$ cat config.mk
export PLATFORM = sky130hd
export DESIGN_NAME = alc_alarm_top
export DESIGN_NICKNAME = d
export VERILOG_FILES = /design/src/alc_pkg.sv /design/src/alc_chan_if.sv /design/src/alc_channel.sv /design/src/alc_alarm_top.sv
export SDC_FILE = /design/constraint.sdc
export NUM_CORES = 1
export LEC_CHECK = 0
export ABC_AREA = 1
export BUFFER_PORTS_ARGS = -buffer_cell sky130_fd_sc_hd__buf_2
export CAP_MARGIN = 20
export CORE_MARGIN = 5
export CORE_UTILIZATION = 60
export CTS_BUF_LIST = sky130_fd_sc_hd__clkbuf_4 sky130_fd_sc_hd__clkbuf_8 sky130_fd_sc_hd__clkbuf_16
export CTS_CLUSTER_SIZE = 8
export DETAILED_ROUTE_END_ITERATION = 7
export PLACE_DENSITY = 0.85
export SLEW_MARGIN = 25
export SYNTH_ARGS = -nofsm -noshare
export SYNTH_HDL_FRONTEND = slang
export SYNTH_HIERARCHICAL = 1
export SYNTH_SLANG_ARGS = --single-unit
export TNS_END_PERCENT = 50
$ cat constraint.sdc
create_clock -name hclk -period 8.9 [get_ports hclk]
set_clock_uncertainty 0.15 [all_clocks]
set_input_delay 0 -clock hclk [delete_from_list [all_inputs] [get_ports hclk]]
set_output_delay 0 -clock hclk [all_outputs]
set_load 0.1 [all_outputs]
$ cat src/alc_pkg.sv
// Purpose: shared constants and types of the alarm channel block
// Assumes: 32-bit AHB-Lite register access, one 100 MHz clock
// Notes: display value, setpoints and hysteresis share one scaling
package alc_pkg;
	// ==========================================================
	// sizes
	localparam int DATA_W = 16;
	localparam int TMR_W = 12;
	localparam int NCH = 2;
	localparam int DIGITS = 4;
	localparam int EDIT_MAX = 9999;
	localparam int TIME_MAX_S = 3600;
	// ==========================================================
	// timing
	localparam int CLK_HZ = 100_000_000;
	localparam int TICK_S = 1;
	localparam int TICK_CYC = CLK_HZ * TICK_S;
	localparam int TIMEOUT_S = 10;
	// ==========================================================
	// register map, byte addresses
	localparam logic [7:0] A_CTRL = 8'h00;
	localparam logic [7:0] A_SP = 8'h04;
	localparam logic [7:0] A_HYS = 8'h0C;
	localparam logic [7:0] A_DLY = 8'h14;
	localparam logic [7:0] A_SIL = 8'h1C;
	localparam logic [7:0] A_CODE = 8'h24;
	localparam logic [7:0] A_STAT = 8'h28;
	localparam logic [7:0] A_STRIDE = 8'h04;
	// control fields
	localparam int CTRL_ACC = 0;
	localparam int CTRL_EN = 1;
	localparam int CTRL_HI = 3;
	localparam int CTRL_NC = 5;
	// status fields
	localparam int ST_ACT = 0;
	localparam int ST_COND = 2;
	localparam int ST_MODE = 4;
	// reset values
	localparam logic CTRL_RST = 1'b0;
	localparam logic [15:0] CODE_RST = 16'h0000;
	// bus
	localparam int HT_ACTIVE = 1;
	localparam logic HRESP_OKAY = 1'b0;
	// ==========================================================
	// types
	typedef enum logic [2:0] {
		M_DISP = 3'b000,
		M_VIEW = 3'b001,
		M_CODE = 3'b010,
		M_CODE_ED = 3'b011,
		M_SP = 3'b100,
		M_SP_ED = 3'b101
	} alc_menu_t;
	typedef enum logic [1:0] {
		AL_IDLE = 2'b00,
		AL_DELAY = 2'b01,
		AL_ACTIVE = 2'b10,
		AL_SILENCE = 2'b11
	} alc_alarm_t;
endpackage

$ cat src/alc_chan_if.sv
// Purpose: settings and state carried between control and one alarm
// Assumes: one clock domain
// Notes: none
`timescale 1ns/1ns
`default_nettype none
interface alc_chan_if
	import alc_pkg::*;
#(parameter int DW = DATA_W, parameter int TW = TMR_W);
	logic en;
	logic high;
	logic [DW-1:0] value;
	logic [DW-1:0] sp;
	logic [DW-1:0] hyst;
	logic [TW-1:0] dly;
	logic [TW-1:0] silence_duration;
	logic tick;
	logic ack;
	logic cond;
	alc_alarm_t state;
	modport ctl(output en, high, value, sp, hyst, dly, silence_duration, tick, ack, input cond, state);
	modport chan(input en, high, value, sp, hyst, dly, silence_duration, tick, ack, output cond, state);
endinterface
`default_nettype wire

$ cat src/alc_channel.sv
// Purpose: one alarm: threshold with hysteresis, delay and silence
// Assumes: tick is a one-cycle pulse once a second
// Notes: state changes one cycle after the condition flop
`timescale 1ns/1ns
`default_nettype none
module alc_channel
	import alc_pkg::*;
#(parameter int DW = DATA_W, parameter int TW = TMR_W)
(
	input wire logic hclk,
	input wire logic hresetn,
	alc_chan_if.chan ch
);
	logic [DW:0] val_x;
	logic [DW:0] sp_x;
	logic [DW:0] hys_x;
	logic next_cond;
	logic [TW-1:0] cnt;
	// ==========================================================
	// threshold compare, all in display units
	assign val_x = {1'b0, ch.value};
	assign sp_x = {1'b0, ch.sp};
	assign hys_x = {1'b0, ch.hyst};
	always_comb begin
		if (!ch.en) begin
			next_cond = 1'b0;
		end else if (ch.high) begin
			next_cond = (val_x >= sp_x) || (ch.cond && (val_x + hys_x >= sp_x));
		end else begin
			next_cond = (val_x <= sp_x) || (ch.cond && (val_x <= sp_x + hys_x));
		end
	end
	// condition flop
	always_ff @(posedge hclk or negedge hresetn) begin
		if (!hresetn) begin
			ch.cond <= 1'b0;
		end else begin
			ch.cond <= next_cond;
		end
	end
	// ==========================================================
	// delay and silence sequencing
	always_ff @(posedge hclk or negedge hresetn) begin
		if (!hresetn) begin
			ch.state <= AL_IDLE;
			cnt <= '0;
		end else if (!ch.en) begin
			ch.state <= AL_IDLE;
		end else begin
			case (ch.state)
				AL_IDLE: begin
					if (ch.cond && ch.dly == '0) begin
						ch.state <= AL_ACTIVE;
					end else if (ch.cond) begin
						ch.state <= AL_DELAY;
						cnt <= ch.dly;
					end
				end
				AL_DELAY: begin
					if (!ch.cond) begin
						ch.state <= AL_IDLE;
					end else if (ch.tick && cnt <= TW'(1)) begin
						ch.state <= AL_ACTIVE;
					end else if (ch.tick) begin
						cnt <= cnt - TW'(1);
					end
				end
				AL_ACTIVE: begin
					if (!ch.cond) begin
						ch.state <= AL_IDLE;
					end else if (ch.ack && ch.silence_duration != '0) begin
						ch.state <= AL_SILENCE;
						cnt <= ch.silence_duration;
					end
				end
				AL_SILENCE: begin
					if (ch.tick && cnt <= TW'(1)) begin
						ch.state <= ch.cond ? AL_ACTIVE : AL_IDLE;
					end else if (ch.tick) begin
						cnt <= cnt - TW'(1);
					end
				end
				default: begin
					ch.state <= AL_IDLE;
				end
			endcase
		end
	end
endmodule
`default_nettype wire

$ cat src/alc_alarm_top.sv
// Purpose: two alarm channels, operator setpoint menu, AHB-Lite registers
// Assumes: buttons synchronous and debounced, display_value in display units
// Notes: zero wait state slave, always OKAY
//
// Behaviour
// - output switch follows polarity: NO open when quiet, NC closed; alarm inverts
// - hysteresis kept in display units, added or subtracted directly
// - high alarm sets at value >= setpoint, clears below setpoint minus hysteresis
// - delay in whole seconds up to 3600; zero activates at once
// - annunciator flashes during delay, steady and output active after it
// - with nonzero silence, step in display mode acknowledges alarms
// - acknowledge returns active output to non-alarm for silence time
// - silence 0 to 3600 seconds, zero disables acknowledge
// - annunciator flashes during silence; alarm returns if condition holds
// - access enable gates setpoint adjustment from display mode
// - enter with up or down always shows setpoints read-only
// - direct access guarded by four digit code edited digit by digit
// - code zero means no protection, step plus up goes to setpoints
// - after reset access disabled and code zero
// - step plus up opens first setpoint, or code prompt when protected
// - correct code then enter shows first setpoint; up/down toggles setpoints
// - wrong code or ten idle seconds returns to display mode
// - edit flashes a digit, up/down change it, step moves, enter commits
// - after commit prompt shows again; enter at prompt returns to display
// - step plus up ignored while access enable is off
// - per alarm enable stops function, keeps parameters
// - each alarm independently high or low with its own parameters
`timescale 1ns/1ns
`default_nettype none
module alc_alarm_top
	import alc_pkg::*;
#(
	parameter int DW = DATA_W,
	parameter int TW = TMR_W,
	parameter int TICK_CYCLES = TICK_CYC
)
(
	input wire logic hclk,
	input wire logic hresetn,
	input wire logic hsel,
	input wire logic [31:0] haddr,
	input wire logic [1:0] htrans,
	input wire logic hwrite,
	input wire logic [2:0] hsize,
	input wire logic [31:0] hwdata,
	input wire logic hready,
	output logic hreadyout,
	output logic hresp,
	output logic [31:0] hrdata,
	input wire logic [DW-1:0] display_value,
	input wire logic btn_step,
	input wire logic btn_enter,
	input wire logic btn_up,
	input wire logic btn_down,
	output logic [NCH-1:0] alarm_switch,
	output logic [NCH-1:0] annunciator,
	output alc_menu_t menu_mode,
	output logic menu_sel,
	output logic [DW-1:0] edit_value,
	output logic [1:0] edit_digit
);
	localparam int PW = $clog2(TICK_CYCLES + 1);
	localparam int IW = $clog2(TIMEOUT_S + 1);
	// ==========================================================
	// register state
	logic access_en;
	logic [NCH-1:0] al_en;
	logic [NCH-1:0] al_high;
	logic [NCH-1:0] al_nc;
	logic [DW-1:0] sp [NCH];
	logic [DW-1:0] hyst [NCH];
	logic [TW-1:0] dly [NCH];
	logic [TW-1:0] silence_duration [NCH];
	logic [DW-1:0] code;
	// bus phase state
	logic wr_pend;
	logic [7:0] wr_addr;
	logic [31:0] rd_mux;
	logic addr_ok;
	logic take;
	// timing
	logic [PW-1:0] pre;
	logic tick;
	logic flash;
	logic [IW-1:0] idle;
	// buttons
	logic p_step;
	logic p_enter;
	logic p_up;
	logic p_down;
	logic any_press;
	logic combo_rise;
	logic view_rise;
	logic step_press;
	logic enter_press;
	logic up_press;
	logic down_press;
	logic ack;
	logic commit;
	logic [NCH-1:0] st_act;
	logic [NCH-1:0] st_cond;
	alc_chan_if #(.DW(DW), .TW(TW)) chx [NCH] ();
	// ==========================================================
	// helpers
	function automatic logic [DW-1:0] digit_weight(input logic [1:0] d);
		logic [DW-1:0] w;
		w = DW'(1);
		for (int k = 0; k < DIGITS; k++) begin
			if (k < d) begin
				w = DW'(w * DW'(10));
			end
		end
		return w;
	endfunction
	function automatic logic hit(input logic [7:0] a, input logic [7:0] base, input int i);
		return a == 8'(base + 8'(i) * A_STRIDE);
	endfunction
	// ==========================================================
	// AHB-Lite slave, zero wait
	assign take = hsel && hready && htrans[HT_ACTIVE];
	assign addr_ok = haddr[31:8] == '0;
	always_ff @(posedge hclk or negedge hresetn) begin
		if (!hresetn) begin
			wr_pend <= 1'b0;
			wr_addr <= '0;
			hrdata <= '0;
			hreadyout <= 1'b0;
			hresp <= HRESP_OKAY;
		end else begin
			hreadyout <= 1'b1;
			hresp <= HRESP_OKAY;
			wr_pend <= take && hwrite && addr_ok;
			wr_addr <= haddr[7:0];
			if (take && !hwrite) begin
				hrdata <= addr_ok ? rd_mux : '0;
			end
		end
	end
	// read mux, unmapped reads as zero
	always_comb begin
		rd_mux = '0;
		if (haddr[7:0] == A_CTRL) begin
			rd_mux[CTRL_ACC] = access_en;
			rd_mux[CTRL_EN +: NCH] = al_en;
			rd_mux[CTRL_HI +: NCH] = al_high;
			rd_mux[CTRL_NC +: NCH] = al_nc;
		end
		if (haddr[7:0] == A_CODE) begin
			rd_mux[DW-1:0] = code;
		end
		if (haddr[7:0] == A_STAT) begin
			rd_mux[ST_ACT +: NCH] = st_act;
			rd_mux[ST_COND +: NCH] = st_cond;
			rd_mux[ST_MODE +: 3] = menu_mode;
		end
		for (int i = 0; i < NCH; i++) begin
			if (hit(haddr[7:0], A_SP, i)) begin
				rd_mux[DW-1:0] = sp[i];
			end
			if (hit(haddr[7:0], A_HYS, i)) begin
				rd_mux[DW-1:0] = hyst[i];
			end
			if (hit(haddr[7:0], A_DLY, i)) begin
				rd_mux[TW-1:0] = dly[i];
			end
			if (hit(haddr[7:0], A_SIL, i)) begin
				rd_mux[TW-1:0] = silence_duration[i];
			end
		end
	end
	// shared control and code registers
	always_ff @(posedge hclk or negedge hresetn) begin
		if (!hresetn) begin
			access_en <= CTRL_RST;
			al_en <= '0;
			al_high <= '0;
			al_nc <= '0;
			code <= DW'(CODE_RST);
		end else if (wr_pend) begin
			if (wr_addr == A_CTRL) begin
				access_en <= hwdata[CTRL_ACC];
				al_en <= hwdata[CTRL_EN +: NCH];
				al_high <= hwdata[CTRL_HI +: NCH];
				al_nc <= hwdata[CTRL_NC +: NCH];
			end
			if (wr_addr == A_CODE) begin
				code <= hwdata[DW-1:0];
			end
		end
	end
	// ==========================================================
	// per alarm parameters and channels
	for (genvar i = 0; i < NCH; i++) begin : g_ch
		// setpoint written by bus or by operator commit
		always_ff @(posedge hclk or negedge hresetn) begin
			if (!hresetn) begin
				sp[i] <= '0;
			end else if (wr_pend && hit(wr_addr, A_SP, i)) begin
				sp[i] <= hwdata[DW-1:0];
			end else if (commit && menu_sel == 1'(i)) begin
				sp[i] <= edit_value;
			end
		end
		// hysteresis, delay and silence
		always_ff @(posedge hclk or negedge hresetn) begin
			if (!hresetn) begin
				hyst[i] <= '0;
				dly[i] <= '0;
				silence_duration[i] <= '0;
			end else if (wr_pend) begin
				if (hit(wr_addr, A_HYS, i)) begin
					hyst[i] <= hwdata[DW-1:0];
				end
				if (hit(wr_addr, A_DLY, i) && hwdata[31:0] <= 32'(TIME_MAX_S)) begin
					dly[i] <= hwdata[TW-1:0];
				end
				if (hit(wr_addr, A_SIL, i) && hwdata[31:0] <= 32'(TIME_MAX_S)) begin
					silence_duration[i] <= hwdata[TW-1:0];
				end
			end
		end
		assign chx[i].en = al_en[i];
		assign chx[i].high = al_high[i];
		assign chx[i].value = display_value;
		assign chx[i].sp = sp[i];
		assign chx[i].hyst = hyst[i];
		assign chx[i].dly = dly[i];
		assign chx[i].silence_duration = silence_duration[i];
		assign chx[i].tick = tick;
		assign chx[i].ack = ack;
		assign st_act[i] = chx[i].state == AL_ACTIVE;
		assign st_cond[i] = chx[i].cond;
		alc_channel #(.DW(DW), .TW(TW)) u_ch (
			.hclk(hclk),
			.hresetn(hresetn),
			.ch(chx[i])
		);
		// switch and annunciator flops
		always_ff @(posedge hclk or negedge hresetn) begin
			if (!hresetn) begin
				alarm_switch[i] <= 1'b0;
				annunciator[i] <= 1'b0;
			end else begin
				alarm_switch[i] <= al_nc[i] ^ st_act[i];
				annunciator[i] <= st_act[i] || (chx[i].state != AL_IDLE && flash);
			end
		end
	end
	// ==========================================================
	// one second tick and flash phase
	always_ff @(posedge hclk or negedge hresetn) begin
		if (!hresetn) begin
			pre <= '0;
			tick <= 1'b0;
			flash <= 1'b0;
		end else begin
			tick <= pre == PW'(TICK_CYCLES - 1);
			pre <= pre == PW'(TICK_CYCLES - 1) ? '0 : pre + PW'(1);
			if (tick) begin
				flash <= !flash;
			end
		end
	end
	// ==========================================================
	// button edges and gestures
	always_ff @(posedge hclk or negedge hresetn) begin
		if (!hresetn) begin
			p_step <= 1'b0;
			p_enter <= 1'b0;
			p_up <= 1'b0;
			p_down <= 1'b0;
		end else begin
			p_step <= btn_step;
			p_enter <= btn_enter;
			p_up <= btn_up;
			p_down <= btn_down;
		end
	end
	assign combo_rise = btn_step && btn_up && !(p_step && p_up);
	assign view_rise = btn_enter && (btn_up || btn_down) && !(p_enter && (p_up || p_down));
	assign step_press = btn_step && !p_step && !btn_up;
	assign enter_press = btn_enter && !p_enter && !btn_up && !btn_down;
	assign up_press = btn_up && !p_up && !btn_step && !btn_enter;
	assign down_press = btn_down && !p_down && !btn_enter;
	assign any_press = (btn_step && !p_step) || (btn_enter && !p_enter)
		|| (btn_up && !p_up) || (btn_down && !p_down);
	// acknowledge while showing the process value
	assign ack = menu_mode == M_DISP && step_press;
	assign commit = menu_mode == M_SP_ED && enter_press && !step_press;
	// ==========================================================
	// inactivity timer inside the menus
	always_ff @(posedge hclk or negedge hresetn) begin
		if (!hresetn) begin
			idle <= '0;
		end else if (menu_mode == M_DISP || any_press) begin
			idle <= '0;
		end else if (tick) begin
			idle <= idle + IW'(1);
		end
	end
	// ==========================================================
	// operator menu
	always_ff @(posedge hclk or negedge hresetn) begin
		if (!hresetn) begin
			menu_mode <= M_DISP;
			menu_sel <= 1'b0;
			edit_value <= '0;
			edit_digit <= '0;
		end else if (menu_mode != M_DISP && idle >= IW'(TIMEOUT_S)) begin
			menu_mode <= M_DISP;
		end else begin
			case (menu_mode)
				M_DISP: begin
					menu_sel <= 1'b0;
					if (combo_rise && access_en && code == '0) begin
						menu_mode <= M_SP;
					end else if (combo_rise && access_en) begin
						menu_mode <= M_CODE;
					end else if (view_rise) begin
						menu_mode <= M_VIEW;
					end
				end
				M_VIEW: begin
					if (up_press || down_press) begin
						menu_sel <= !menu_sel;
					end else if (enter_press) begin
						menu_mode <= M_DISP;
					end
				end
				M_CODE: begin
					if (step_press) begin
						menu_mode <= M_CODE_ED;
						edit_value <= '0;
						edit_digit <= 2'(DIGITS - 1);
					end
				end
				M_SP: begin
					if (up_press || down_press) begin
						menu_sel <= !menu_sel;
					end else if (step_press) begin
						menu_mode <= M_SP_ED;
						edit_value <= sp[menu_sel];
						edit_digit <= 2'(DIGITS - 1);
					end else if (enter_press) begin
						menu_mode <= M_DISP;
					end
				end
				M_CODE_ED, M_SP_ED: begin
					if (up_press && edit_value + digit_weight(edit_digit) <= DW'(EDIT_MAX)) begin
						edit_value <= edit_value + digit_weight(edit_digit);
					end else if (down_press && edit_value >= digit_weight(edit_digit)) begin
						edit_value <= edit_value - digit_weight(edit_digit);
					end else if (step_press) begin
						edit_digit <= edit_digit - 2'(1);
					end else if (enter_press && menu_mode == M_SP_ED) begin
						menu_mode <= M_SP;
					end else if (enter_press && edit_value == code) begin
						menu_mode <= M_SP;
						menu_sel <= 1'b0;
					end else if (enter_press) begin
						menu_mode <= M_DISP;
					end
				end
				default: begin
					menu_mode <= M_DISP;
				end
			endcase
		end
	end
endmodule
`default_nettype wire

## After elaboration in Yosys (flattened, before gate mapping)

Index checks and enable logic that the tools add are counted.

- Add/subtract/negate cells: 12
- Multipliers: 8
- Magnitude comparators: 18
- Eq/ne operators: 68
- Muxes and demuxes: 141
- Bitwise gates (word level): 5
- Reduce and logical (&&, ||, !) cells: 114

Operators with widths:

| operator | count |
|---|---|
| $mux W16 | 62 |
| $mux W12 | 18 |
| $mul A16 B3 Y15 const B | 8 |
| $pmux W12 S4 | 2 |
| $add A16 B16 Y17 | 4 |
| $eq A8 B5 Y1 const B | 8 |
| $logic_and A1 B1 Y1 | 50 |
| $ge A16 B16 Y1 | 3 |
| $pmux W16 S3 | 1 |
| $mux W2 | 23 |
| $mux W3 | 14 |
| $eq A8 B6 Y1 const B | 5 |
| $ge A17 B16 Y1 | 2 |
| $le A16 B17 Y1 | 2 |
| $add A16 B16 Y16 | 2 |
| $eq A8 B4 Y1 const B | 4 |
| $le A16 B16 Y1 | 2 |
| $le A32 B12 Y1 const B | 1 |
| $add A27 B1 Y27 const B | 1 |
| $eq A27 B27 Y1 const B | 1 |
| $mux W27 | 1 |
| $le A12 B1 Y1 const B | 2 |
| $logic_not A12 Y1 | 2 |
| $logic_not A24 Y1 | 1 |
| other kinds (48) | 147 |

- Flip-flop bits (word level): 270
- Input port bits: 94
- Output and inout bits: 60
- Logic and storage cells: 405

## Depth between registers and ports, before layout

Gate-level depths: netlist (run 1).

- Word-level depth: 50
- Gate-level depth with buffers: 24
- Depth with buffers taken out: 24

## By module

The synthesis (run 1) kept the hierarchy.

Modules (own cells, without submodules):

| module | instances | cells an instance | area each (um2) | seq. area each (um2) |
|---|---|---|---|---|
| alc_alarm_top | 1 | 1737 | 13151.4 | 5605.4 |
| alc_channel at g_ch[0].u_ch | 1 | 589 | 3841.2 | 375.4 |
| alc_channel at g_ch[1].u_ch | 1 | 586 | 3802.4 | 375.4 |

## Worst setup path before layout (run 1)

Ideal clock, no wire load.

- Path type: reg-to-reg
- From: register edit_digit[1]
- To: register edit_value[10]
- Arrival time: 3555 ps
- Required time: 8631 ps
- Path slack: 5076 ps
- Cell stages (with the launch flop): 20
- Buffers on the path: 1
- Clock period less this slack: 3824 ps
- Cells stage by stage: dfrtp_1 -> inv_1 -> ha_1 -> nand2_1 -> o21ai_0 -> ha_1 -> nand2_1 -> nand2_1 -> inv_1 -> nand2_1 -> nand3_1 -> nand3_2 -> nand4_2 -> a21oi_4 -> nand2_4 -> nand2_4 -> nand2_4 -> buf_4 -> nand2_1 -> nand2_2

- Longest elaborated chain between the ends: 22
- Elaborated cells on any way between the ends: 68
- Classes of those cells: 3 x add/sub; 8 x mul; 5 x order compare; 1 x eq/ne; 48 x mux; 3 x reduce/logical

RTL lines:

| element | RTL line | source |
|---|---|---|
| start: declaration | alc_alarm_top.sv:60 | `output logic [1:0] edit_digit` |
| start signal: assignment | alc_alarm_top.sv:334 | `edit_digit <= 2'(DIGITS - 1);` |
| start signal: assignment | alc_alarm_top.sv:343 | `edit_digit <= 2'(DIGITS - 1);` |
| start signal: assignment | alc_alarm_top.sv:354 | `edit_digit <= edit_digit - 2'(1);` |
| branches (longest 22 deep; another with $mul A16 B3 Y15) | n/a |  |
| end signal: assignment | alc_alarm_top.sv:342 | `edit_value <= sp[menu_sel];` |
| end signal: assignment | alc_alarm_top.sv:350 | `edit_value <= edit_value + digit_weight(edit_digit);` |
| end signal: assignment | alc_alarm_top.sv:352 | `edit_value <= edit_value - digit_weight(edit_digit);` |
| end: declaration | alc_alarm_top.sv:59 | `output logic [DW-1:0] edit_value,` |

Parallel ways; which one is timed is not known. The select of a mux whose other input is x is not followed.
A chain may end at the register's enable or synchronous reset.

## Final worst setup path (run 1)

- From: register edit_digit[1]
- To: register edit_value[12]

Same word-level chain as after synthesis.

==> results of run 1 <==
-- state kept, by name, indices dropped and copies added (netlist names), 3 cells and up --
register              count
chx.dly                  24
chx.hyst                 32
chx.silence_duration     24
chx.sp                   32
code                     16
edit_value               16
g_ch.u_ch/ch.state        4
g_ch.u_ch/cnt            24
hrdata                   16
idle                      4
menu_mode                 3
pre                      27
wr_addr                   8
-- layout make-up --
type / count / area (sq um)
Clock buffer: 39 / 958.4
Clock inverter: 5 / 96.34
Fill cell: 2846 / 11170
Inverter: 372 / 1401
Multi-Input combinational cell: 2216 / 12650
Sequential cell: 254 / 6356
Tap cell: 455 / 569.3
Timing Repair Buffer: 184 / 1175
-- worst max-delay path, cell delays in order, from the launching register on --
cell     delay (ps)
dfrtp_1         430
inv_1           230
ha_1            240
ha_1            240
inv_1            70
fa_1            410
inv_1           140
nand3_1         100
nand2_1         160
nand3_1         130
nand3_2         140
nand4_2         120
a21oi_4         490
nand2_4         210
nand2_4         150
nand2_4         120
inv_6           190
nor2_1           60
nor2_1          110
-- per-stage QoR --
step / utilization, % / hold WS [ps] / instances
after floorplan: - / -445.6 / 2932
after global placement: 63.17 / -30.19 / 3439
after detailed placement: 63.23 / -25.85 / 3440
after CTS: 67.49 / 4.730 / 3525
after global routing: 67.50 / 24.47 / 3525
final: 67.50 / -53.12 / 3525
-- cells in the final DEF (no fill, tap or decap), types with 6 or more instances in the layout --
master         Yosys  final
o211ai_1          21     21
o21ai_0          234    234
nor3b_1            8      8
xnor2_1           23     23
nor3_1            53     53
a21o_1             8      8
a211oi_1           8      8
nand3_2            6      6
conb_1             2     22
ha_1             195    195
nor3_2             6      6
dfrtp_1          254    254
or2_2              7      7
o21bai_1          11     11
xor2_1            75     75
fa_1               6      6
buf_4             25      9
a31oi_1           19     19
inv_2             17     17
a21oi_2            7      7
nand3_1          154    154
nand2_1          715    715
nor2_2            12     12
a21oi_1          172    172
buf_2              9    131
nor4_1            39     39
o22ai_1           13     13
clkbuf_16          0     38
nand2_2           28     28
inv_1            352    352
o21ai_2           17     17
o21ai_1           18     18
nor2_1           231    230
dlygate4sd3_1      0     41
nand4_1           42     42
-- worst min-delay path by stage --
stage	from	endpoint	slack, ps	cells after the start
floorplan	hresetn	access_en$_DFFE_PN0P_	-450	0
global placement	hresetn	g_ch[1].u_ch/cnt[9]$_DFFE_PN0P_	-30	1
detailed placement	haddr[0]	wr_addr[0]$_DFF_PN0_	-30	1
CTS	btn_enter	p_enter$_DFF_PN0_	5	2
global route	btn_enter	p_enter$_DFF_PN0_	20	2
finish	hresetn	g_ch[1].u_ch/cnt[9]$_DFFE_PN0P_	-50	2
-- power by group through the flow --
stage / clock network [mW] / logic [mW] / registers [mW]
after floorplan: 0 / 1.47 / 1.72
after CTS: 1.33 / 2.20 / 1.45
after global placement: 0 / 2.12 / 1.46
after detailed placement: 0 / 2.17 / 1.47
final: 1.33 / 2.24 / 1.46
after global routing: 1.38 / 2.46 / 1.48
-- timing repair --
item	in CTS	in global routing
hold buffers	41	0
gates resized for setup	0	0
endpoints found under the hold margin	234	0
-- logic make-up after synthesis --
family / count (synthesis) / share of synthesized area [%]
fa+ha+maj: 201 / 12.31
simple gates: 1319 / 27.65
buf+inv: 462 / 9.128
flops: 254 / 30.57
compound gates: 575 / 16.10
xor+xnor: 99 / 4.206
other cells: 2 / 0.03611
-- per-layer routing --
metal / track usage [%] / up-vias / wire [um]
li1: - / 9951 / -
met1: 43.73 / 9941 / 26520
met2: 57.95 / 1291 / 31590
met3: 6.869 / 312 / 6916
met4: 14.97 / 6 / 3678
met5: 0 / - / 36
==> report_table.html, run 1 <==
<table>
<tr><th>Metric</th><th>Value</th></tr>
<tr><th colspan="2">Outcome</th></tr>
<tr><td>Status</td><td>finished, violations left</td></tr>
<tr><td>Violations in the final reports</td><td>hold timing</td></tr>
<tr><th colspan="2">Floorplanning</th></tr>
<tr><td>Core Footprint</td><td>0.03437 sq mm</td></tr>
<tr><td>Boundary Pins</td><td>roughly 150</td></tr>
<tr><td>Overall die area</td><td>slightly below 0.04 sq mm</td></tr>
<tr><td>Width of the die</td><td>about 200 um</td></tr>
<tr><td>Number of core rows</td><td>~70</td></tr>
<tr><td>Starting utilization of the core area</td><td>between 60% and 70%</td></tr>
<tr><td>Chip Height</td><td>around 200 um</td></tr>
<tr><th colspan="2">Pwr</th></tr>
<tr><td>Reported net switching power</td><td>2.339 mW</td></tr>
<tr><td>Proportion of power drawn by the clock network</td><td>about a quarter</td></tr>
<tr><td>Logic gate share of total power</td><td>between 40 and 50%</td></tr>
<tr><td>Power, Total</td><td>~5 mW</td></tr>
<tr><td>Power Density</td><td>around 220 mW/mm^2</td></tr>
<tr><td>Fraction of power consumed by sequential logic</td><td>slightly below 30%</td></tr>
<tr><td>Share of total power consumed by net switching</td><td>between 40% and 50%</td></tr>
<tr><td>VDD IR max</td><td>approximately 0.39 mV</td></tr>
<tr><td>Internal Pwr Total</td><td>roughly 2.7 mW</td></tr>
<tr><td>Leakage power of the design</td><td>11.91 nW</td></tr>
<tr><th colspan="2">Clock tree</th></tr>
<tr><td>Clock transition at the registers of the reported paths</td><td>50 ps</td></tr>
<tr><td>Clock H-tree levels</td><td>2</td></tr>
<tr><td>TritonCTS clock tree</td><td>built</td></tr>
<tr><td>Number of buffers created by CTS</td><td>38</td></tr>
<tr><td>Postcts setup bufs</td><td>0</td></tr>
<tr><td>Clk buf depth</td><td>3</td></tr>
<tr><td>Root buffer cell</td><td>clkbuf_16</td></tr>
<tr><td># clock sinks</td><td>254</td></tr>
<tr><td>Insertion delay of the later-clocked pin in the worst-skew pair</td><td>540 ps</td></tr>
<tr><th colspan="2">Placed design</th></tr>
<tr><td>Sum of net half-perimeters after detailed placement</td><td>around 52000 um</td></tr>
<tr><td>Routability cong.</td><td>approximately 1.0</td></tr>
<tr><td>Post-detailed-placement cell area</td><td>around 0.022 sq mm</td></tr>
<tr><td>Port buffer count</td><td>about 130</td></tr>
<tr><td>Post-place setup slack</td><td>around 4900 ps</td></tr>
<tr><th colspan="2">Cells and area</th></tr>
<tr><td>Net count, final</td><td>around 3400</td></tr>
<tr><td>ANT cells</td><td>0</td></tr>
<tr><td>Fraction of layout instances using a drive strength above 1</td><td>10.20%</td></tr>
<tr><td>Synth-to-Final Area Change</td><td>11.58%</td></tr>
<tr><td>Area of all placed cells without fillers</td><td>about 0.023 sq mm</td></tr>
<tr><th colspan="2">Setup path</th></tr>
<tr><td>Arrival time of data at the critical path endpoint</td><td>~4300 ps</td></tr>
<tr><td>Data required time at the worst endpoint</td><td>just over 9000 ps</td></tr>
<tr><td>Cell count of the worst reg-to-reg path</td><td>18</td></tr>
<tr><td>Critical Path End</td><td>edit_value[12]$_DFFE_PN0P_</td></tr>
<tr><td>Worst setup path startpoint</td><td>edit_digit[1]$_DFFE_PN0P_</td></tr>
<tr><td>Kind of start point of the critical path</td><td>register</td></tr>
<tr><td>Critical Path End Type</td><td>register</td></tr>
<tr><td>Type of the setup path with the least slack</td><td>register to register</td></tr>
<tr><td>R2R setup slack</td><td>about 4900 ps</td></tr>
<tr><td>Largest fanout of any net on the critical path</td><td>19</td></tr>
<tr><td>Reg2reg start</td><td>edit_digit[1]$_DFFE_PN0P_</td></tr>
<tr><td>End of the worst register-to-register path</td><td>edit_value[12]$_DFFE_PN0P_</td></tr>
<tr><th colspan="2">Global route</th></tr>
<tr><td>Wire length of the first global-routing pass</td><td>between 100000 and 150000 um</td></tr>
<tr><td>Maximum number of pins on one net before global-route repair</td><td>113</td></tr>
<tr><td>Initial antenna violation count</td><td>3</td></tr>
<tr><td>All-Layer GR Usage</td><td>between 30 and 40%</td></tr>
<tr><td>Global route total overflow</td><td>0</td></tr>
<tr><td>Via count of the first global-routing pass</td><td>20520</td></tr>
<tr><th colspan="2">Detailed routing</th></tr>
<tr><td>WL per Instance</td><td>approximately 20 um</td></tr>
<tr><td>Number of remaining DRC errors</td><td>0</td></tr>
<tr><td>Avg Vias per Cell</td><td>6.100</td></tr>
<tr><td>Sum of routed wire length over all layers</td><td>just under 70000 um</td></tr>
<tr><td>Remaining antenna violation count after routing</td><td>0</td></tr>
<tr><td>Vias</td><td>approximately 22000</td></tr>
<tr><td>First DRT Iteration DRCs</td><td>roughly 2900</td></tr>
<tr><td>Detailed-router iteration count before antenna repair</td><td>6</td></tr>
<tr><th colspan="2">Synthesis</th></tr>
<tr><td>Biggest area consumer among synthesized cells</td><td>dfrtp_1</td></tr>
<tr><td>Post-synthesis cell type count</td><td>68</td></tr>
<tr><td>Post-synth top cells</td><td>715 x nand2_1, 352 x inv_1, 254 x dfrtp_1, 234 x o21ai_0, 231 x nor2_1</td></tr>
<tr><td>Number of enable flip-flop cells after synthesis</td><td>0</td></tr>
<tr><td>Mean Syn Cell Area</td><td>7.141 sq um</td></tr>
<tr><td>Synth top area cells</td><td>dfrtp_1 31%, nand2_1 13%, ha_1 12%</td></tr>
<tr><td>Leading register cell type out of synthesis</td><td>dfrtp_1</td></tr>
<tr><td>Most used standard cell by instance count after synthesis</td><td>nand2_1</td></tr>
<tr><td>Mapped cell area</td><td>0.02079 sq mm</td></tr>
<tr><td>Synthesized flop and latch total</td><td>between 200 and 300</td></tr>
<tr><td>Cell count after synthesis</td><td>~2900</td></tr>
<tr><td>Proportion of netlist area held by the largest area contributor</td><td>approximately 31%</td></tr>
<tr><td>Sequential area share after synthesis</td><td>a little under a third</td></tr>
<tr><td>Async SR Flop Fraction</td><td>100.0%</td></tr>
<tr><td>Warnings, synthesis</td><td>6</td></tr>
<tr><th colspan="2">STA</th></tr>
<tr><td>Slew HR</td><td>between 20% and 30%</td></tr>
<tr><td>Final-layout setup total negative slack</td><td>0 ps</td></tr>
<tr><td>Total count of max-transition violations in the final report</td><td>0</td></tr>
<tr><td>Post-Route Hold Slack</td><td>-53.12 ps</td></tr>
<tr><td>RSZ-0062 raised after global routing</td><td>no</td></tr>
<tr><td>Number of failing setup endpoints in the final timing report</td><td>0</td></tr>
<tr><td>Period utilization</td><td>roughly 45%</td></tr>
<tr><td>Time the final worst path needs with I/O delays and setup</td><td>between 3000 and 4000 ps</td></tr>
<tr><td>Fmax</td><td>0.2511 GHz</td></tr>
<tr><td>Hold Vio Cnt, Final</td><td>12</td></tr>
<tr><td>Min setup slack post-route</td><td>just under 5000 ps</td></tr>
<tr><td>Slew at the pin with the worst max-slew slack</td><td>1092 ps</td></tr>
<tr><th colspan="2">Flow run</th></tr>
<tr><td>Count of maximum capacitance violations</td><td>0</td></tr>
<tr><th colspan="2">Min path</th></tr>
<tr><td>Hold crit path type</td><td>primary input to asynchronous set/reset pin</td></tr>
</table>
Power figures use the tool's default switching activity.
==> run 2: changes to the inputs <==
--- a/config.mk
+++ b/config.mk
@@ -5,15 +5,15 @@
 export SDC_FILE = /design/constraint.sdc
 export NUM_CORES = 1
 export LEC_CHECK = 0
-export ABC_AREA = 1
+export ABC_AREA = 0
 export BUFFER_PORTS_ARGS = -buffer_cell sky130_fd_sc_hd__buf_2
 export CAP_MARGIN = 20
 export CORE_MARGIN = 5
-export CORE_UTILIZATION = 60
+export CORE_UTILIZATION = 56
 export CTS_BUF_LIST = sky130_fd_sc_hd__clkbuf_4 sky130_fd_sc_hd__clkbuf_8 sky130_fd_sc_hd__clkbuf_16
 export CTS_CLUSTER_SIZE = 8
 export DETAILED_ROUTE_END_ITERATION = 7
-export PLACE_DENSITY = 0.85
+export PLACE_DENSITY = 0.83
 export SLEW_MARGIN = 25
 export SYNTH_ARGS = -nofsm -noshare
 export SYNTH_HDL_FRONTEND = slang
==> constraint.sdc (replaced) <==
create_clock -name hclk -period 3.21 [get_ports hclk]
set_clock_uncertainty 0.15 [all_clocks]
set_input_delay 0 -clock hclk [delete_from_list [all_inputs] [get_ports hclk]]
set_output_delay 0 -clock hclk [all_outputs]
set_load 0.1 [all_outputs]
==> run 2 against run 1 <==
Compared with the run above:
- the run ends with setup timing left
- worst hold slack better by 74 ps
- sequential share of layout area down 3.6 points
- flip-flop and latch count unchanged
- highest routed layer unchanged
- setup slack worse by 5600 ps
- count of clock-buffer cells in the layout up 5
- synthesized cell count down 24%
- routed wire length up 16%
- power up 73%
- clock power rose to 2.7 times the previous value
- non-clock buffer count up 400
==> report_table.html, run 2 <==
<table>
<tr><th>Metric</th><th>Value</th></tr>
<tr><th colspan="2">Outcome</th></tr>
<tr><td>Status</td><td>finished, violations left</td></tr>
<tr><td>Violations in the final reports</td><td>setup timing</td></tr>
<tr><th colspan="2">Setup path</th></tr>
<tr><td>Delay of the slowest cell on the worst path</td><td>530 ps (+40 ps)</td></tr>
<tr><td>Data required time at the worst endpoint</td><td>3520 ps (-5680 ps)</td></tr>
<tr><td>Cell Chain, Critical Path</td><td>inv_6, ha_4, buf_6, ha_4, a211oi_4, o2111ai_4, a311oi_4, buf_6, xor2_4, a41o_1, buf_4, buf_6, mux2i_2, a211oi_2, o32a_1, o211ai_1</td></tr>
<tr><td>Kind of cell adding the most delay to the critical path</td><td>compound AO/OA/AOI/OAI gates</td></tr>
<tr><td>Critical-path cell with the highest stage delay</td><td>dfrtp_4</td></tr>
<tr><td>Arrival time of data at the critical path endpoint</td><td>4230 ps (-60 ps)</td></tr>
<tr><td>Cell seen most often among critical-path stages</td><td>buf_6</td></tr>
<tr><td>Type of the setup path with the least slack</td><td>register to register</td></tr>
<tr><td>Largest fanout of any net on the critical path</td><td>5 (-14)</td></tr>
<tr><td>Critical Path End Type</td><td>register</td></tr>
<tr><td>Kind of start point of the critical path</td><td>register</td></tr>
<tr><td>Sum of buffers and inverters on the critical path</td><td>5 (+1)</td></tr>
<tr><th colspan="2">Floorplanning</th></tr>
<tr><td>Number of core rows</td><td>69 (+1.5%)</td></tr>
<tr><td>Core Footprint</td><td>0.03557 sq mm (+3.5%)</td></tr>
<tr><td>Width of the die</td><td>199.9 um (+1.9%)</td></tr>
<tr><td>Boundary Pins</td><td>154 (unchanged)</td></tr>
<tr><td>Starting utilization of the core area</td><td>56.75% (-3.8 points)</td></tr>
<tr><td>Chip Height</td><td>199.9 um (+1.9%)</td></tr>
<tr><td>Overall die area</td><td>0.03994 sq mm (+3.8%)</td></tr>
<tr><th colspan="2">Placed design</th></tr>
<tr><td>Routability cong.</td><td>1.031 (+1.1%)</td></tr>
<tr><td>Sum of net half-perimeters after detailed placement</td><td>56600 um (+9.4%)</td></tr>
<tr><td>Post-detailed-placement cell area</td><td>0.02372 sq mm (+9.2%)</td></tr>
<tr><td>Port buffer count</td><td>132 (unchanged)</td></tr>
<tr><th colspan="2">Detailed routing</th></tr>
<tr><td>Remaining antenna violation count after routing</td><td>0 (unchanged)</td></tr>
<tr><td>First DRT Iteration DRCs</td><td>2586 (-9.5%)</td></tr>
<tr><td>WL per Instance</td><td>24.87 um (+28%)</td></tr>
<tr><td>Met3 routed wirelength</td><td>8507 um (+23%)</td></tr>
<tr><td>Sum of routed wire length over all layers</td><td>79580 um (+16%)</td></tr>
<tr><td>Top metal layer carrying routed signals</td><td>met5</td></tr>
<tr><td>Detailed-router iteration count before antenna repair</td><td>7 (+1)</td></tr>
<tr><td>M1 wire length</td><td>29140 um (+9.8%)</td></tr>
<tr><td>Avg Vias per Cell</td><td>6.669 (+9.3%)</td></tr>
<tr><td>Number of remaining DRC errors</td><td>0 (unchanged)</td></tr>
<tr><td>Detail Route met2 WL</td><td>35450 um (+12%)</td></tr>
<tr><td>Vias</td><td>21340 (-0.75%)</td></tr>
<tr><th colspan="2">STA</th></tr>
<tr><td>Time the final worst path needs with I/O delays and setup</td><td>3920 ps (-63.00 ps)</td></tr>
<tr><td>Hold Vio Cnt, Final</td><td>0 (-12)</td></tr>
<tr><td>Final-layout setup total negative slack</td><td>-12000 ps (-12000 ps)</td></tr>
<tr><td>Total count of max-transition violations in the final report</td><td>0 (unchanged)</td></tr>
<tr><td>Slew at the pin with the worst max-slew slack</td><td>941.0 ps (-151.3 ps)</td></tr>
<tr><td>Period utilization</td><td>122.1% (+77 points)</td></tr>
<tr><td>Post-Route Hold Slack</td><td>21.19 ps (+74.32 ps)</td></tr>
<tr><td>Fmax</td><td>0.2551 GHz (+1.6%)</td></tr>
<tr><td>RSZ-0062 raised after global routing</td><td>yes</td></tr>
<tr><td>Number of failing setup endpoints in the final timing report</td><td>22 (+22)</td></tr>
<tr><td>Slew HR</td><td>37.14% (+10 points)</td></tr>
<tr><td>Min setup slack post-route</td><td>-710.1 ps (-5627 ps)</td></tr>
<tr><th colspan="2">Clock tree</th></tr>
<tr><td>Root buffer cell</td><td>clkbuf_16</td></tr>
<tr><td>Clock H-tree levels</td><td>2 (unchanged)</td></tr>
<tr><td>Number of buffers created by CTS</td><td>37 (-2.6%)</td></tr>
<tr><td>Clk buf depth</td><td>3 (unchanged)</td></tr>
<tr><td>TritonCTS clock tree</td><td>built</td></tr>
<tr><td>Clock transition at the registers of the reported paths</td><td>70 ps (+20 ps)</td></tr>
<tr><td># clock sinks</td><td>254 (unchanged)</td></tr>
<tr><td>Insertion delay of the later-clocked pin in the worst-skew pair</td><td>540 ps (about the same)</td></tr>
<tr><th colspan="2">Global route</th></tr>
<tr><td>Initial antenna violation count</td><td>2 (-1)</td></tr>
<tr><td>Via count of the first global-routing pass</td><td>21190 (+3.3%)</td></tr>
<tr><td>Wire length of the first global-routing pass</td><td>118500 um (+10%)</td></tr>
<tr><td>Global route total overflow</td><td>0 (unchanged)</td></tr>
<tr><td>All-Layer GR Usage</td><td>38.04% (+3.4 points)</td></tr>
<tr><td>Maximum number of pins on one net before global-route repair</td><td>82 (-27%)</td></tr>
<tr><th colspan="2">Synthesis</th></tr>
<tr><td>Async SR Flop Fraction</td><td>100.0% (unchanged)</td></tr>
<tr><td>Mean Syn Cell Area</td><td>9.150 sq um (+28%)</td></tr>
<tr><td>Most used standard cell by instance count after synthesis</td><td>dfrtp_1</td></tr>
<tr><td>Post-synthesis cell type count</td><td>98 (+44%)</td></tr>
<tr><td>Synth top area cells</td><td>dfrtp_1 31%, ha_1 12%, mux2_2 6.1%</td></tr>
<tr><td>Synthesized flop and latch total</td><td>254 (unchanged)</td></tr>
<tr><td>Biggest area consumer among synthesized cells</td><td>dfrtp_1</td></tr>
<tr><td>Post-synth top cells</td><td>254 x dfrtp_1, 195 x ha_1, 180 x nor2_1, 133 x a21oi_1, 127 x nand2_1</td></tr>
<tr><td>Leading register cell type out of synthesis</td><td>dfrtp_1</td></tr>
<tr><td>Warnings, synthesis</td><td>6 (unchanged)</td></tr>
<tr><td>Cell count after synthesis</td><td>2206 (-24%)</td></tr>
<tr><td>Mapped cell area</td><td>0.02018 sq mm (-2.9%)</td></tr>
<tr><td>Number of enable flip-flop cells after synthesis</td><td>0 (unchanged)</td></tr>
<tr><td>Sequential area share after synthesis</td><td>31.49% (+0.92 points)</td></tr>
<tr><td>Proportion of netlist area held by the largest area contributor</td><td>31.49% (+0.92 points)</td></tr>
<tr><th colspan="2">Cells and area</th></tr>
<tr><td>Commonest cells after routing, fill and taps aside</td><td>380 x buf_4, 244 x dfrtp_1, 172 x nor2_1</td></tr>
<tr><td>Fraction of layout instances using a drive strength above 1</td><td>32.76% (+23 points)</td></tr>
<tr><td>Synth-to-Final Area Change</td><td>32.48%</td></tr>
<tr><td>Net count, final</td><td>3026 (-10%)</td></tr>
<tr><td>Area of all placed cells without fillers</td><td>0.02674 sq mm (+15%)</td></tr>
<tr><td>Filler cells</td><td>2449 (-14%)</td></tr>
<tr><td>Registers with the most flip-flops</td><td>chx.hyst x32, chx.sp x32, pre x27</td></tr>
<tr><td>Post-Route Utilization</td><td>75.18% (+7.7 points)</td></tr>
<tr><td>Most frequent standard cell in the layout excluding fill and tap cells</td><td>buf_4</td></tr>
<tr><th colspan="2">Pwr</th></tr>
<tr><td>Leakage power of the design</td><td>12.06 nW (+1.2%)</td></tr>
<tr><td>VDD IR max</td><td>0.4056 mV (+5.2%)</td></tr>
<tr><td>Power Density</td><td>325.4 mW/mm^2 (+50%)</td></tr>
<tr><th colspan="2">Min path</th></tr>
<tr><td>Hold crit path type</td><td>primary input to register</td></tr>
<tr><th colspan="2">Flow run</th></tr>
<tr><td>Count of maximum capacitance violations</td><td>0 (unchanged)</td></tr>
</table>
==> run 2: final timing paths <==
check	startpoint	endpoint	slack (ps)	depth (start not counted)
hold reg to reg	hrdata[0]$_DFFE_PN0P_	hrdata[0]$_DFFE_PN0P_	320	2
setup / recovery	edit_digit[1]$_DFFE_PN0P_	edit_value[11]$_DFFE_PN0P_	-710	16
max in group asynchronous	hresetn	pre[1]$_DFF_PN0_	1800	4
setup reg to reg	edit_digit[1]$_DFFE_PN0P_	edit_value[11]$_DFFE_PN0P_	-710	16
min in group asynchronous	hresetn	annunciator[0]$_DFF_PN0_	480	4
hold / removal	btn_step	p_step$_DFF_PN0_	20	2
==> run 2: stage by stage <==
stage | instances | setup slack (ps) | power, mW
3_5_place_dp | 3049 | -824.6 | 4.877
2_1_floorplan | 2226 | -623.6 | 4.302
6_report | 3200 | -710.1 | 8.702
5_1_grt | 3199 | -789.7 | 8.943
4_1_cts | 3179 | -541.2 | 8.593
3_3_place_gp | 3049 | -689.3 | 4.837
==> run 2: kinds of logic after synthesis <==
| logic type | count (synthesis) | share of synthesized area (%) |
|---|---|---|
| muxes | 195 | 10.37 |
| xor gates and xnor gates | 103 | 4.469 |
| buffers and inverters | 216 | 4.693 |
| other | 2 | 0.03721 |
| AOI/OAI and AO/OA | 570 | 19.60 |
| DFF | 254 | 31.49 |
| and+or+nand+nor | 665 | 16.66 |
| adders and majority gates | 201 | 12.68 |
==> run 2: cell type report <==
cell class | instances | area [sq um] | area share (%)
flip-flops and latches | 254 | 6374 | 23.83
clock buffers | 44 | 1002 | 3.748
diodes | 1 | 2.502 | 0.009358
inverters | 98 | 380.4 | 1.422
repair buffers | 584 | 4399 | 16.45
well taps | 461 | 576.8 | 2.157
clock inverters | 2 | 38.79 | 0.1450
multi-input cells | 1756 | 13970 | 52.23
==> run 2: timing repair <==
item / CTS / global route
gates cloned: 2 / 0
resized for setup: 136 / 75
endpoints found under the setup margin: 22 / 58
setup buffers: 46 / 22
hold buffers: 36 / 0
endpoints found under the hold margin: 411 / 0
pin swaps: 79 / 75
==> run 2: per-layer routing <==
layer,GRT usage [%],vias up
li1,-,9234
met1,47.65,10140
met2,60.35,1508
met3,8.828,459
met4,22.54,2
met5,0,-
==> run 2: where the power goes <==
part	internal (mW)	switching [mW]	total (mW)
combinational	0.684	1.06	1.74
clock	2.18	1.46	3.64
sequential	3.25	0.0668	3.32
total	6.12	2.58	8.70
